File: config.mk
export PLATFORM = sky130hd
export DESIGN_NAME = can_filter_abort_irq
export DESIGN_NICKNAME = d
export VERILOG_FILES = /design/src/logic/can_filter_pkg.sv /design/src/logic/can_filter_abort_irq.sv
export SDC_FILE = /design/constraint.sdc
export NUM_CORES = 1
export LEC_CHECK = 0
export BUFFER_PORTS_ARGS = -buffer_cell sky130_fd_sc_hd__buf_2
export CORE_ASPECT_RATIO = 0.6
export CORE_UTILIZATION = 61
export CTS_CLUSTER_DIAMETER = 200
export CTS_CLUSTER_SIZE = 8
export DETAILED_ROUTE_END_ITERATION = 8
export PLACE_DENSITY_LB_ADDON = 0.1
export SYNTH_ARGS = -nofsm -noshare
export SYNTH_HDL_FRONTEND = slang
export SYNTH_SLANG_ARGS = --single-unit
File: constraint.sdc
create_clock -name CLOCK -period 4.48 [get_ports CLOCK]
set_input_delay 0.896 -clock CLOCK [delete_from_list [all_inputs] [get_ports CLOCK]]
set_output_delay 0.896 -clock CLOCK [all_outputs]
set_load 0.05 [all_outputs]
File: src/logic/can_filter_pkg.sv
// constants, field layout and carrier types of the can filter/abort block
package can_filter_pkg;
  localparam logic [5:0] OFS_CTRL0    = 6'h00;
  localparam logic [5:0] OFS_CTRL1    = 6'h01;
  localparam logic [5:0] OFS_TIMING0  = 6'h02;
  localparam logic [5:0] OFS_TIMING1  = 6'h03;
  localparam logic [5:0] OFS_RXFLAG   = 6'h04;
  localparam logic [5:0] OFS_RXIEN    = 6'h05;
  localparam logic [5:0] OFS_TXFLAG   = 6'h06;
  localparam logic [5:0] OFS_TXCTRL   = 6'h07;
  localparam logic [5:0] OFS_ACCCTRL  = 6'h08;
  localparam logic [5:0] OFS_RXERR    = 6'h09;
  localparam logic [5:0] OFS_TXERR    = 6'h0a;
  localparam logic [5:0] OFS_PRIO0    = 6'h0c;
  localparam logic [5:0] OFS_CODE0    = 6'h10;
  localparam logic [5:0] OFS_MASK0    = 6'h14;
  localparam logic [5:0] OFS_RXID0    = 6'h18;
  // rx flag register bit positions, then the control 0 lock/sleep-ack bits and the abort field position
  localparam int BIT_WAKE   = 7;
  localparam int BIT_RXWARN = 6;
  localparam int BIT_TXWARN = 5;
  localparam int BIT_RXPASS = 4;
  localparam int BIT_TXPASS = 3;
  localparam int BIT_BUSOFF = 2;
  localparam int BIT_OVR    = 1;
  localparam int BIT_RXFULL = 0;
  localparam int BIT_LOCK   = 0;
  localparam int BIT_SLPACK = 1;
  localparam int ACK_POS    = 4;
  localparam logic [7:0] RST_CTRL0 = 8'h01;
  localparam logic [2:0] RST_TXE   = 3'h7;
  localparam logic [8:0] WARN_LIMIT    = 9'h060;
  localparam logic [8:0] PASSIVE_LIMIT = 9'h07f;
  localparam logic [8:0] BUSOFF_LIMIT  = 9'h0ff;
  localparam logic [1:0] MODE_SINGLE = 2'h0;
  localparam logic [1:0] MODE_DUAL   = 2'h1;
  localparam logic [1:0] MODE_QUAD   = 2'h2;
  localparam logic [1:0] MODE_CLOSED = 2'h3;
  typedef struct packed {
    logic [28:0] id;
    logic        ide;
    logic        rtr;
    logic        srr;
  } rx_frame_s;
  typedef struct packed {
    logic [7:0] data;
    logic [5:0] addr;
    logic       wr;
    logic       rd;
  } reg_req_s;
endpackage

File: src/logic/can_filter_abort_irq.sv
// transmit scheduling/abort, acceptance filter and flag logic of a can node
//
// Decided for this implementation: the register offsets and the strobed register port.
`timescale 1ns/1ps
module can_filter_abort_irq #(
  parameter int NBUF         = 3,
  parameter bit STUFF_DEFECT = 1'b1
) (
  input  wire logic                        CLOCK,
  input  wire logic                        RST_N,
  input  wire can_filter_pkg::reg_req_s    REG_REQ,
  output logic [7:0]                       REG_RDATA,
  input  wire logic                        ARB_START,
  input  wire logic                        TX_DONE,
  input  wire logic                        TX_FAIL,
  output logic                             TX_ACTIVE,
  output logic [1:0]                       TX_BUFFER,
  input  wire logic                        RX_FRAME_OK,
  input  wire can_filter_pkg::rx_frame_s   RX_FRAME,
  input  wire logic                        RX_LATE_STUFF,
  input  wire logic [7:0]                  RX_ERR_COUNT,
  input  wire logic [8:0]                  TX_ERR_COUNT,
  input  wire logic                        SLEEP_ACK,
  input  wire logic                        BUS_ACTIVITY,
  output logic                             IRQ_WAKEUP,
  output logic                             IRQ_ERROR,
  output logic                             IRQ_RX,
  output logic                             IRQ_TX
);
  logic [7:0] module_control_0;
  logic [7:0] module_control_1;
  logic [7:0] bus_timing_0;
  logic [7:0] bus_timing_1;
  logic [7:0] rx_flag_reg;
  logic [7:0] rx_irq_en;
  logic [NBUF-1:0] tx_buffer_empty_flag;
  logic [NBUF-1:0] abort_acknowledge;
  logic [NBUF-1:0] abort_request;
  logic [NBUF-1:0] tx_empty_irq_enable;
  logic [1:0] filter_mode;
  logic [1:0] filter_hit_index;
  logic [7:0] local_priority_field [NBUF];
  logic [7:0] acceptance_code_regs [4];
  logic [7:0] acceptance_mask_regs [4];
  logic [31:0] cpu_rx_buffer;
  logic [31:0] shadow_rx_buffer;
  logic [1:0] shadow_hit;
  logic shadow_full;
  logic soft_reset_lock;
  logic wr;
  logic [5:0] wa;
  logic [7:0] wd;
  logic [NBUF-1:0] release_buf;

  assign wr = REG_REQ.wr;
  assign wa = REG_REQ.addr;
  assign wd = REG_REQ.data;
  assign soft_reset_lock = module_control_0[can_filter_pkg::BIT_LOCK];

  function automatic logic byte_hit(input logic [7:0] code,
                                    input logic [7:0] mask,
                                    input logic [7:0] val);
    byte_hit = &(mask | ~(code ^ val));
  endfunction

  // configuration writes; lock guards everything but the lock itself, the priorities, rx enables, tx control and the rx/tx flag writes
  always_ff @(posedge CLOCK or negedge RST_N)
  begin
    if (!RST_N)
    begin
      module_control_0 <= can_filter_pkg::RST_CTRL0;
      module_control_1 <= 8'h00;
      bus_timing_0     <= 8'h00;
      bus_timing_1     <= 8'h00;
      filter_mode      <= can_filter_pkg::MODE_SINGLE;
    end
    else if (wr)
    begin
      if (wa == can_filter_pkg::OFS_CTRL0)
        module_control_0 <= {7'h00, wd[can_filter_pkg::BIT_LOCK]};
      if (soft_reset_lock)
      begin
        if (wa == can_filter_pkg::OFS_CTRL1)
          module_control_1 <= wd;
        if (wa == can_filter_pkg::OFS_TIMING0)
          bus_timing_0 <= wd;
        if (wa == can_filter_pkg::OFS_TIMING1)
          bus_timing_1 <= wd;
        if (wa == can_filter_pkg::OFS_ACCCTRL)
          filter_mode <= wd[5:4];
      end
    end
  end

  genvar g;
  generate
    for (g = 0; g < 4; g++)
    begin : g_filt
      always_ff @(posedge CLOCK or negedge RST_N)
      begin
        if (!RST_N)
        begin
          acceptance_code_regs[g] <= 8'h00;
          acceptance_mask_regs[g] <= 8'h00;
        end
        else if (wr && soft_reset_lock)
        begin
          if (wa == can_filter_pkg::OFS_CODE0 + 6'(g))
            acceptance_code_regs[g] <= wd;
          if (wa == can_filter_pkg::OFS_MASK0 + 6'(g))
            acceptance_mask_regs[g] <= wd;
        end
      end
    end
    for (g = 0; g < NBUF; g++)
    begin : g_local_priority_field
      always_ff @(posedge CLOCK or negedge RST_N)
      begin
        if (!RST_N)
          local_priority_field[g] <= 8'h00;
        else if (wr && wa == can_filter_pkg::OFS_PRIO0 + 6'(g))
          local_priority_field[g] <= wd;
      end
    end
  endgenerate

  always_ff @(posedge CLOCK or negedge RST_N)
  begin
    if (!RST_N)
    begin
      rx_irq_en           <= 8'h00;
      abort_request       <= '0;
      tx_empty_irq_enable <= '0;
    end
    else
    begin
      if (wr && wa == can_filter_pkg::OFS_RXIEN)
        rx_irq_en <= wd;
      if (wr && wa == can_filter_pkg::OFS_TXCTRL)
      begin
        abort_request       <= wd[can_filter_pkg::ACK_POS +: NBUF];
        tx_empty_irq_enable <= wd[NBUF-1:0];
      end
      else
        abort_request <= abort_request & ~release_buf;
    end
  end

  // transmit scheduling
  logic [NBUF-1:0] aborted;
  logic [NBUF-1:0] pending;
  logic [1:0] next_pick;
  logic next_any;

  assign pending = ~tx_buffer_empty_flag;

  always_comb
  begin
    next_pick = 2'h0;
    next_any  = 1'b0;
    for (int i = 0; i < NBUF; i++)
      if (pending[i] && !(abort_request[i]) && (!next_any ||
          local_priority_field[i] < local_priority_field[next_pick]))
      begin
        next_pick = 2'(i);
        next_any  = 1'b1;
      end
  end

  always_ff @(posedge CLOCK or negedge RST_N)
  begin
    if (!RST_N)
    begin
      TX_ACTIVE <= 1'b0;
      TX_BUFFER <= 2'h0;
    end
    else if (soft_reset_lock)
      TX_ACTIVE <= 1'b0;  // soft reset stops at once, even mid-frame
    else if (ARB_START && !TX_ACTIVE)
    begin
      TX_ACTIVE <= next_any;
      TX_BUFFER <= next_pick;
    end
    else if (TX_DONE || TX_FAIL)
      TX_ACTIVE <= 1'b0;
  end

  always_comb
  begin
    aborted     = '0;
    release_buf = '0;
    for (int i = 0; i < NBUF; i++)
    begin
      aborted[i] = pending[i] && abort_request[i] && !SLEEP_ACK &&
                   !(TX_ACTIVE && TX_BUFFER == 2'(i));
      release_buf[i] = aborted[i] ||
                       (TX_ACTIVE && TX_DONE && TX_BUFFER == 2'(i));
    end
  end

  // writing one to an empty flag schedules that buffer
  always_ff @(posedge CLOCK or negedge RST_N)
  begin
    if (!RST_N)
    begin
      tx_buffer_empty_flag <= can_filter_pkg::RST_TXE;
      abort_acknowledge    <= '0;
    end
    else
    begin
      for (int i = 0; i < NBUF; i++)
      begin
        if (release_buf[i])
        begin
          tx_buffer_empty_flag[i] <= 1'b1;
          abort_acknowledge[i]    <= aborted[i];
        end
        else if (wr && wa == can_filter_pkg::OFS_TXFLAG && wd[i])
        begin
          tx_buffer_empty_flag[i] <= 1'b0;
          abort_acknowledge[i]    <= 1'b0;
        end
      end
    end
  end

  // acceptance filter
  logic [7:0] idr [4];
  logic [7:0] idr1_cmp;
  logic [7:0] std_pad;
  logic [3:0] hits;
  logic accept;
  logic [1:0] hit_idx;

  always_comb
  begin
    if (RX_FRAME.ide)
    begin
      idr[0] = RX_FRAME.id[28:21];
      idr[1] = {RX_FRAME.id[20:18], RX_FRAME.srr, 1'b1,
                RX_FRAME.id[17:15]};
      idr[2] = RX_FRAME.id[14:7];
      idr[3] = {RX_FRAME.id[6:0], RX_FRAME.rtr};
      std_pad = 8'h00;
    end
    else
    begin
      idr[0] = RX_FRAME.id[10:3];
      idr[1] = {RX_FRAME.id[2:0], RX_FRAME.rtr, 1'b0, 3'h0};
      idr[2] = 8'h00;
      idr[3] = 8'h00;
      std_pad = 8'h07;  // bits past ide are not part of a short id
    end
    idr1_cmp = idr[1];
    if (STUFF_DEFECT && RX_FRAME.ide && RX_LATE_STUFF &&
        filter_mode != can_filter_pkg::MODE_QUAD)
      idr1_cmp = {idr[0][0], idr[1][7:1]};
  end

  always_comb
  begin
    hits = 4'h0;
    case (filter_mode)
      can_filter_pkg::MODE_SINGLE:
        hits[0] = byte_hit(acceptance_code_regs[0],
                           acceptance_mask_regs[0], idr[0]) &&
                  byte_hit(acceptance_code_regs[1],
                           acceptance_mask_regs[1] | std_pad, idr1_cmp) &&
                  (!RX_FRAME.ide ||
                   (byte_hit(acceptance_code_regs[2],
                             acceptance_mask_regs[2], idr[2]) &&
                    byte_hit(acceptance_code_regs[3],
                             acceptance_mask_regs[3], idr[3])));
      can_filter_pkg::MODE_DUAL:
        for (int f = 0; f < 2; f++)
          hits[f] = byte_hit(acceptance_code_regs[2*f],
                             acceptance_mask_regs[2*f], idr[0]) &&
                    byte_hit(acceptance_code_regs[2*f+1],
                             acceptance_mask_regs[2*f+1] | std_pad,
                             idr1_cmp);
      can_filter_pkg::MODE_QUAD:
        for (int f = 0; f < 4; f++)
          hits[f] = byte_hit(acceptance_code_regs[f],
                             acceptance_mask_regs[f], idr[0]);
      default:
        hits = 4'h0;
    endcase
    accept  = |hits;
    hit_idx = hits[0] ? 2'h0 : hits[1] ? 2'h1 :
              hits[2] ? 2'h2 : 2'h3;
  end

  // two stage receive store, flags in rx_flag_reg
  logic rx_take;
  logic copy_bg;
  logic [7:0] cond;
  logic [7:0] cond_d;
  logic [7:0] set_f;
  logic [7:0] clr_f;

  assign rx_take = RX_FRAME_OK && accept && !soft_reset_lock;
  // copy is held off in sleep so the cpu buffer stays put
  assign copy_bg = shadow_full && !rx_flag_reg[0] && !SLEEP_ACK;

  always_comb
  begin
    cond = 8'h00;
    cond[can_filter_pkg::BIT_RXWARN] =
      {1'b0, RX_ERR_COUNT} >= can_filter_pkg::WARN_LIMIT;
    cond[can_filter_pkg::BIT_TXWARN] =
      TX_ERR_COUNT >= can_filter_pkg::WARN_LIMIT;
    cond[can_filter_pkg::BIT_RXPASS] =
      {1'b0, RX_ERR_COUNT} > can_filter_pkg::PASSIVE_LIMIT;
    cond[can_filter_pkg::BIT_TXPASS] =
      TX_ERR_COUNT > can_filter_pkg::PASSIVE_LIMIT;
    cond[can_filter_pkg::BIT_BUSOFF] =
      TX_ERR_COUNT > can_filter_pkg::BUSOFF_LIMIT;
    set_f = cond & ~cond_d;
    set_f[can_filter_pkg::BIT_WAKE] = BUS_ACTIVITY && SLEEP_ACK &&
      rx_irq_en[can_filter_pkg::BIT_WAKE];
    set_f[can_filter_pkg::BIT_OVR] =
      rx_take && rx_flag_reg[0] && shadow_full;
    set_f[can_filter_pkg::BIT_RXFULL] =
      (rx_take && !rx_flag_reg[0]) || copy_bg;
    clr_f = (wr && wa == can_filter_pkg::OFS_RXFLAG) ? wd : 8'h00;
    clr_f = clr_f & ~cond;
  end

  always_ff @(posedge CLOCK or negedge RST_N)
  begin
    if (!RST_N)
    begin
      rx_flag_reg <= 8'h00;
      cond_d      <= 8'h00;
    end
    else
    begin
      cond_d      <= cond;
      rx_flag_reg <= (rx_flag_reg & ~clr_f) | set_f;
    end
  end

  always_ff @(posedge CLOCK or negedge RST_N)
  begin
    if (!RST_N)
    begin
      cpu_rx_buffer    <= 32'h0000_0000;
      shadow_rx_buffer <= 32'h0000_0000;
      shadow_full      <= 1'b0;
      shadow_hit       <= 2'h0;
      filter_hit_index <= 2'h0;
    end
    else
    begin
      if (rx_take && !rx_flag_reg[0])
      begin
        cpu_rx_buffer    <= {idr[0], idr[1], idr[2], idr[3]};
        filter_hit_index <= hit_idx;
      end
      else if (copy_bg)
      begin
        cpu_rx_buffer    <= shadow_rx_buffer;
        filter_hit_index <= shadow_hit;
      end
      if (rx_take && rx_flag_reg[0] && !shadow_full)
      begin
        shadow_rx_buffer <= {idr[0], idr[1], idr[2], idr[3]};
        shadow_hit       <= hit_idx;
        shadow_full      <= 1'b1;
      end
      else if (copy_bg)
        shadow_full <= 1'b0;
    end
  end

  // interrupt lines; the processor's global mask sits outside
  assign IRQ_WAKEUP = rx_flag_reg[can_filter_pkg::BIT_WAKE];
  assign IRQ_ERROR  = |(rx_flag_reg[6:1] & rx_irq_en[6:1]);
  assign IRQ_RX     = rx_flag_reg[0] & rx_irq_en[0];
  assign IRQ_TX     = |(tx_buffer_empty_flag & tx_empty_irq_enable);

  // read port; counters only readable
  logic [7:0] next_rdata;

  always_comb
  begin
    next_rdata = 8'h00;
    case (REG_REQ.addr)
      can_filter_pkg::OFS_CTRL0:
        next_rdata = {6'h00, SLEEP_ACK, soft_reset_lock};
      can_filter_pkg::OFS_CTRL1:   next_rdata = module_control_1;
      can_filter_pkg::OFS_TIMING0: next_rdata = bus_timing_0;
      can_filter_pkg::OFS_TIMING1: next_rdata = bus_timing_1;
      can_filter_pkg::OFS_RXFLAG:  next_rdata = rx_flag_reg;
      can_filter_pkg::OFS_RXIEN:   next_rdata = rx_irq_en;
      can_filter_pkg::OFS_TXFLAG:
        next_rdata = {1'b0, abort_acknowledge, 1'b0, tx_buffer_empty_flag};
      can_filter_pkg::OFS_TXCTRL:
        next_rdata = {1'b0, abort_request, 1'b0, tx_empty_irq_enable};
      can_filter_pkg::OFS_ACCCTRL:
        next_rdata = {2'h0, filter_mode, 2'h0, filter_hit_index};
      can_filter_pkg::OFS_RXERR:   next_rdata = RX_ERR_COUNT;
      can_filter_pkg::OFS_TXERR:   next_rdata = TX_ERR_COUNT[7:0];
      default:
      begin
        for (int i = 0; i < 4; i++)
        begin
          if (REG_REQ.addr == can_filter_pkg::OFS_CODE0 + 6'(i))
            next_rdata = acceptance_code_regs[i];
          if (REG_REQ.addr == can_filter_pkg::OFS_MASK0 + 6'(i))
            next_rdata = acceptance_mask_regs[i];
          if (REG_REQ.addr == can_filter_pkg::OFS_RXID0 + 6'(i))
            next_rdata = cpu_rx_buffer[31-8*i -: 8];
        end
        for (int i = 0; i < NBUF; i++)
          if (REG_REQ.addr == can_filter_pkg::OFS_PRIO0 + 6'(i))
            next_rdata = local_priority_field[i];
      end
    endcase
  end

  always_ff @(posedge CLOCK or negedge RST_N)
  begin
    if (!RST_N)
      REG_RDATA <= 8'h00;
    else
      REG_RDATA <= REG_REQ.rd ? next_rdata : 8'h00;
  end
endmodule

Word level (Yosys, flattened, before mapping)
Index checks and enable logic that the tools add are counted.

storage, ports and cells
  register bits after elaboration = 228
  bits of input ports = 74
  output and inout bits = 15

cells by class
  magnitude comparators = 8
  equal/unequal tests = 30
  muxes and demuxes = 54
  bitwise logic cells = 41
  reduce and logical (&&, ||, !) cells = 105

operator list
  operator              count
  $mux W8               20
  $mux W32              3
  $or A8 B8 Y8          11
  $pmux W8 S11          1
  $eq A6 B5 Y1 const B  12
  $not A8 Y8            9
  $reduce_and A8 Y1     8
  $xor A8 B8 Y8         8
  $logic_and A1 B1 Y1   49
  $eq A6 B4 Y1 const B  6
  $eq A6 B3 Y1 const B  4
  $reduce_and A2 Y1     10
  $mux W1               19
  $and A8 B8 Y8         2
  $bmux W8 S2           1
  $lt A8 B8 Y1          2
  $logic_not A1 Y1      14
  $eq A6 B2 Y1 const B  2
  $mux W2               6
  $reduce_and A3 Y1     4
  $reduce_bool A2 Y1    5
  $ge A9 B7 Y1 const B  1
  $gt A9 B7 Y1 const B  1
  $gt A9 B8 Y1 const B  1
  26 further kinds      39

Logic depth before layout (Yosys ltp)
  word-level depth = 18
  mapped depth = 16

Worst setup path before layout
Ideal clock, no wire load.

  path kind = in2reg
  from = input port RX_FRAME[2] (netlist name)
  to = register shadow_rx_buffer[28]
  arrival = 3593 ps
  slack = 760 ps
  stages on the path = 14
  path through = buf_6 -> buf_6 -> buf_2 -> mux2_4 -> xnor2_1 -> o22ai_1 -> nor4_1 -> o211ai_1 -> o21ai_1 -> o311a_1 -> and2_1 -> buf_4 -> buf_6 -> mux2_1

on the way
  longest elaborated chain between the ends = 15

ends and longest elaborated chain
  element                           RTL line                                                  text
  start, declared                   can_filter_abort_irq.sv:19                                input wire can_filter_pkg::rx_frame_s RX_FRAME,
  $logic_and A1 B1 Y1 (2 in a row)  can_filter_abort_irq.sv:255                               if (STUFF_DEFECT && RX_FRAME.ide && RX_LATE_STUFF &&
  $mux W8                           can_filter_abort_irq.sv:255
  $xor A8 B8 Y8                     can_filter_abort_irq.sv:63                                byte_hit = &(mask | ~(code ^ val));
  $not A8 Y8                        can_filter_abort_irq.sv:63
  $or A8 B8 Y8                      can_filter_abort_irq.sv:63
  $reduce_and A8 Y1                 can_filter_abort_irq.sv:63
  $logic_and A1 B1 Y1               can_filter_abort_irq.sv:266, can_filter_abort_irq.sv:277
  $logic_and A1 B1 Y1               can_filter_abort_irq.sv:268                               acceptance_mask_regs[1] | std_pad, idr1_cmp) &&
  $pmux W1 S3                       can_filter_abort_irq.sv:263                               case (filter_mode)
  $reduce_or A4 Y1                  can_filter_abort_irq.sv:288                               accept = |hits;
  $logic_and A1 B1 Y1 (2 in a row)  can_filter_abort_irq.sv:301                               assign rx_take = RX_FRAME_OK && accept && !soft_reset_lock;
  $logic_and A1 B1 Y1 (2 in a row)  can_filter_abort_irq.sv:365                               if (rx_take && rx_flag_reg[0] && !shadow_full)
  end signal, assigned              can_filter_abort_irq.sv:367                               shadow_rx_buffer <= {idr[0], idr[1], idr[2], idr[3]};
  end, declared                     can_filter_abort_irq.sv:46                                logic [31:0] shadow_rx_buffer;

Several ways; a longest one is shown, not always the timed one.
A chain may end at the register's enable or synchronous reset.

Final worst setup path
  from = register filter_mode[0]
  to = register cpu_rx_buffer[5]

on the way
  longest elaborated chain between the ends = 15

ends and longest elaborated chain
  element                                         RTL line                                                  text
  start, declared                                 can_filter_abort_irq.sv:40                                logic [1:0] filter_mode;
  start signal, assigned                          can_filter_abort_irq.sv:75                                filter_mode <= can_filter_pkg::MODE_SINGLE;
  start signal, assigned                          can_filter_abort_irq.sv:90                                filter_mode <= wd[5:4];
  $ne A2 B2 Y1                                    can_filter_abort_irq.sv:256                               filter_mode != can_filter_pkg::MODE_QUAD)
  $logic_and A1 B1 Y1                             can_filter_abort_irq.sv:255
  $mux W8                                         can_filter_abort_irq.sv:255
  $xor A8 B8 Y8                                   can_filter_abort_irq.sv:63
  $not A8 Y8                                      can_filter_abort_irq.sv:63
  $or A8 B8 Y8                                    can_filter_abort_irq.sv:63
  $reduce_and A8 Y1                               can_filter_abort_irq.sv:63
  $logic_and A1 B1 Y1                             can_filter_abort_irq.sv:266, can_filter_abort_irq.sv:277
  $logic_and A1 B1 Y1                             can_filter_abort_irq.sv:268
  $pmux W1 S3                                     can_filter_abort_irq.sv:263
  $reduce_or A4 Y1 (*)                            can_filter_abort_irq.sv:288
  $logic_and A1 B1 Y1 (*) (2 in a row)            can_filter_abort_irq.sv:301
  $logic_and A1 B1 Y1 (*)                         can_filter_abort_irq.sv:355                               if (rx_take && !rx_flag_reg[0])
  $mux W32 or $reduce_bool A2 Y1 (tied branches)  --
  end signal, assigned                            can_filter_abort_irq.sv:357                               cpu_rx_buffer <= {idr[0], idr[1], idr[2], idr[3]};
  end signal, assigned                            can_filter_abort_irq.sv:362                               cpu_rx_buffer <= shadow_rx_buffer;
  end, declared                                   can_filter_abort_irq.sv:45                                logic [31:0] cpu_rx_buffer;

Every way passes the cells marked *; elsewhere a longest branch is shown, timed or not.

==> flow_summary.ini <==
[placement]
place_congestion = 1.065
dpl.cell_count = 1434
numPortBuffers = 88
dp_hpwl_um = 30660

[synthesis]
synth_edf_count = 0
synth-simple-area-share = 0.1018
synth_fa_ha_area_frac = 0.01862
synth_top_family_by_area = compound AO/OA/AOI/OAI gates
yosysWarnings = 0
ys_ff_latch = 228
synth_xor_area_frac = 0.04344
ys_async_sr_fraction = 1.000
synth_mux_area_frac = 0.1638
synth_ff_type = dfrtp_1
synthesis.nets = 1192
synth_cells = 1100
syn_avg_cell_area_um2 = 11.00
syn_area_um2 = 12100
synth_cell_types = 67
synth-compound-area-share = 0.1644
seq_area_frac_synth = 0.4720

[setup_path]
end_kind = flip-flop
worst-path-max-fanout = 33
critPathRequiredTime_ns = 4.85
r2r_slack_ns = 0.63
regToRegStartpoint = filter_mode[0]$_DFFE_PN0P_
path_class = flip-flop to flip-flop
arrival_ns = 4.22
reg2reg_depth = 13
start_kind = flip-flop
timing.rr.end = cpu_rx_buffer[5]$_DFFE_PN0P_

[global_route]
use_met2 = 0.5422
grt_usage = 0.4293
use_met1 = 0.6489
busiest_layer = met1
grt_overflow = 0
grt_first_pass_wirelength_um = 64020
antenna_found_initial = 2
grt_pass1_vias = 10120
grt_max_degree = 101
use_met3 = 0.1984

[detailed_routing]
viasPerCell = 7.072
initialDrtViolationCount = 1789
wl_per_cell_um = 28.63
post-route-drc-count = 0
vias = 10500
postRouteWirelength_um = 42510
dr.pass1.iters = 6
ant_nets = 0

[die]
dieArea_um2 = 20420
core_um2 = 19230
start_util = 0.6292
die_width_um = 183.8
die_y_um = 111.1
ioPinCount = 89
rows = 39

[sta]
final-hold-violation-count = 0
setup_tns_ns = 0
min_period_over_period = 0.8583
final_max_slew_viol_count = 0
finalCriticalPeriod_ns = 3.845
relSlewSlack = 0.04332
finalSetupViolations = 0
rsz0062_at_grt = no
skew_ns = 0.02068
fmax_mhz = 260.1
tightest_slew_ns = 1.399

[clock_tree]
clk_latency_ns = 0.52
root_buffer = clkbuf_16
cts_tree = done
clockBufferDepth = 3
cts.sinks = 228
h-tree-depth = 2
cts_setup_buffers = 0
ctsHoldBuffers = 0
postCtsResizedCells = 0
cts_buffers = 34
cts.reportedPaths.clkPinSlew_ns = 0.05

[pwr]
p_switching_w = 0.001749
irDropWorstVdd_mv = 0.4243
internal_power_w = 0.004111
p_clk_frac = 0.408
p_comb_frac = 0.157
power_density_nw_per_um2 = 422.0
leakage_nw = 6.525
power_frac_seq = 0.435
p_sw_frac = 0.2985

[run]
maxCapViolCount = 0

[finish]
fin_cells = 1485
nNetsFinal = 1296
syn2layout_area_growth_pct = 14.79
drive_gt1_frac = 0.2562

[worst_hold_path]
hold_class = input port to async pin

[status]
status = complete, no violations
synthesized netlist by cell type, types with 13 or more instances:
library cell  number  area [µm²]
a21oi_1           40       200.2
a221o_1           38       380.4
a221oi_1          13       113.9
a22oi_1           46       345.3
clkbuf_1          33       123.9
dfrtp_1          224        5605
ha_1              18       225.2
inv_1             43       161.4
mux2_2           131        1475
mux2i_1           35       350.3
nand2_1           74       277.8
nand3_1           26       130.1
nor2_1            83       311.6
nor3_1            14       70.07
o21ai_0           19       95.09
o22ai_1           22       137.6
xnor2_1           25       219.0
xor2_1            35       306.5
per-stage QoR:
stage,worst slack (ns),total power (W),utilization,hold slack (ns),area (µm²)
after floorplan,0.7596,0.003045,-,0.4143,12100
after global routing,0.4712,0.006034,0.7222,0.4699,13880
after detailed placement,0.3419,0.003449,0.6721,0.4362,12920
after CTS,0.7168,0.005825,0.7222,0.4436,13880
after global placement,0.4016,0.003429,0.6721,0.4190,12920
final,0.6350,0.005860,0.7223,0.4323,13890
worst max-delay path, cell delays in order, from the launching register on:
cell and delay, ns:
dfrtp_1 0.42, inv_1 0.13, ha_1 0.23, and2b_2 0.31, o21ai_0 0.59, xor2_1 0.15, o22a_1 0.24, a21oi_1 0.25
a2111oi_4 0.08, buf_4 0.19, o31ai_4 0.26, buf_4 0.43, nor2_1 0.12, a221o_1 0.30
area by class of cell:
type                            instances  area, µm²
Multi-Input combinational cell        777       5963
Sequential cell                       228       5710
Fill cell                            1444       5339
Clock buffer                           48      924.6
Timing Repair Buffer                  120      753.2
Tap cell                              266      332.8
Inverter                               43      161.4
Clock inverter                          2      38.79
Antenna cell                            1      2.502
power groups by stage:
| stage | clock (W) | combinational [W] | sequential (W) |
|---|---|---|---|
| after floorplan | 0 | 0.000563 | 0.00248 |
| final | 0.00239 | 0.000921 | 0.00255 |
| after detailed placement | 0 | 0.000899 | 0.00255 |
| after global routing | 0.00249 | 0.000992 | 0.00255 |
| after global placement | 0 | 0.000877 | 0.00255 |
| after CTS | 0.00239 | 0.000904 | 0.00253 |
how the worst max path moves through the flow:
stage / cells past startpoint / startpoint / slack, ns / end
2_1_floorplan: 14 / RX_FRAME[2] / 0.76 / shadow_rx_buffer[28]$_DFFE_PN0P_
3_3_place_gp: 13 / RX_FRAME[2] / 0.40 / shadow_rx_buffer[19]$_DFFE_PN0P_
3_5_place_dp: 12 / RX_FRAME[2] / 0.34 / shadow_hit[1]$_DFFE_PN0P_
4_1_cts: 14 / filter_mode[0]$_DFFE_PN0P_ / 0.72 / shadow_rx_buffer[9]$_DFFE_PN0P_
5_1_grt: 13 / filter_mode[0]$_DFFE_PN0P_ / 0.47 / shadow_rx_buffer[9]$_DFFE_PN0P_
6_report: 13 / filter_mode[0]$_DFFE_PN0P_ / 0.63 / cpu_rx_buffer[5]$_DFFE_PN0P_
placed cells by master (no fill, tap or decap), drive strengths merged, types with 8 or more instances in the layout:
cell	n
a21o	8
nand4	9
nor2b	8
clkbuf	48
a221o	38
nand2	74
o211ai	9
buf	120
a22oi	46
xor2	35
a31oi	11
o22ai	22
dfrtp	224
a22o	12
o21ai	21
inv	44
nor3	14
ha	18
nand3	26
and2	9
nor2	84
xnor2	25
a21oi	40
a221oi	13
mux2	137
mux2i	39
nand2b	11
per-layer routing:
layer | up-vias | wire length (µm)
met3 | 99 | 7059
met5 | - | 0
met4 | 0 | 973
li1 | 4311 | -
met2 | 786 | 16330
met1 | 5306 | 18150
cells by family after synthesis:
| kind of cell | after synthesis |
|---|---|
| simple gates | 262 |
| buf+inv | 95 |
| flops | 228 |
| xor+xnor | 60 |
| mux | 176 |
| compound gates | 261 |
| fa+ha+maj | 18 |
(Power assumes the default switching activity.)
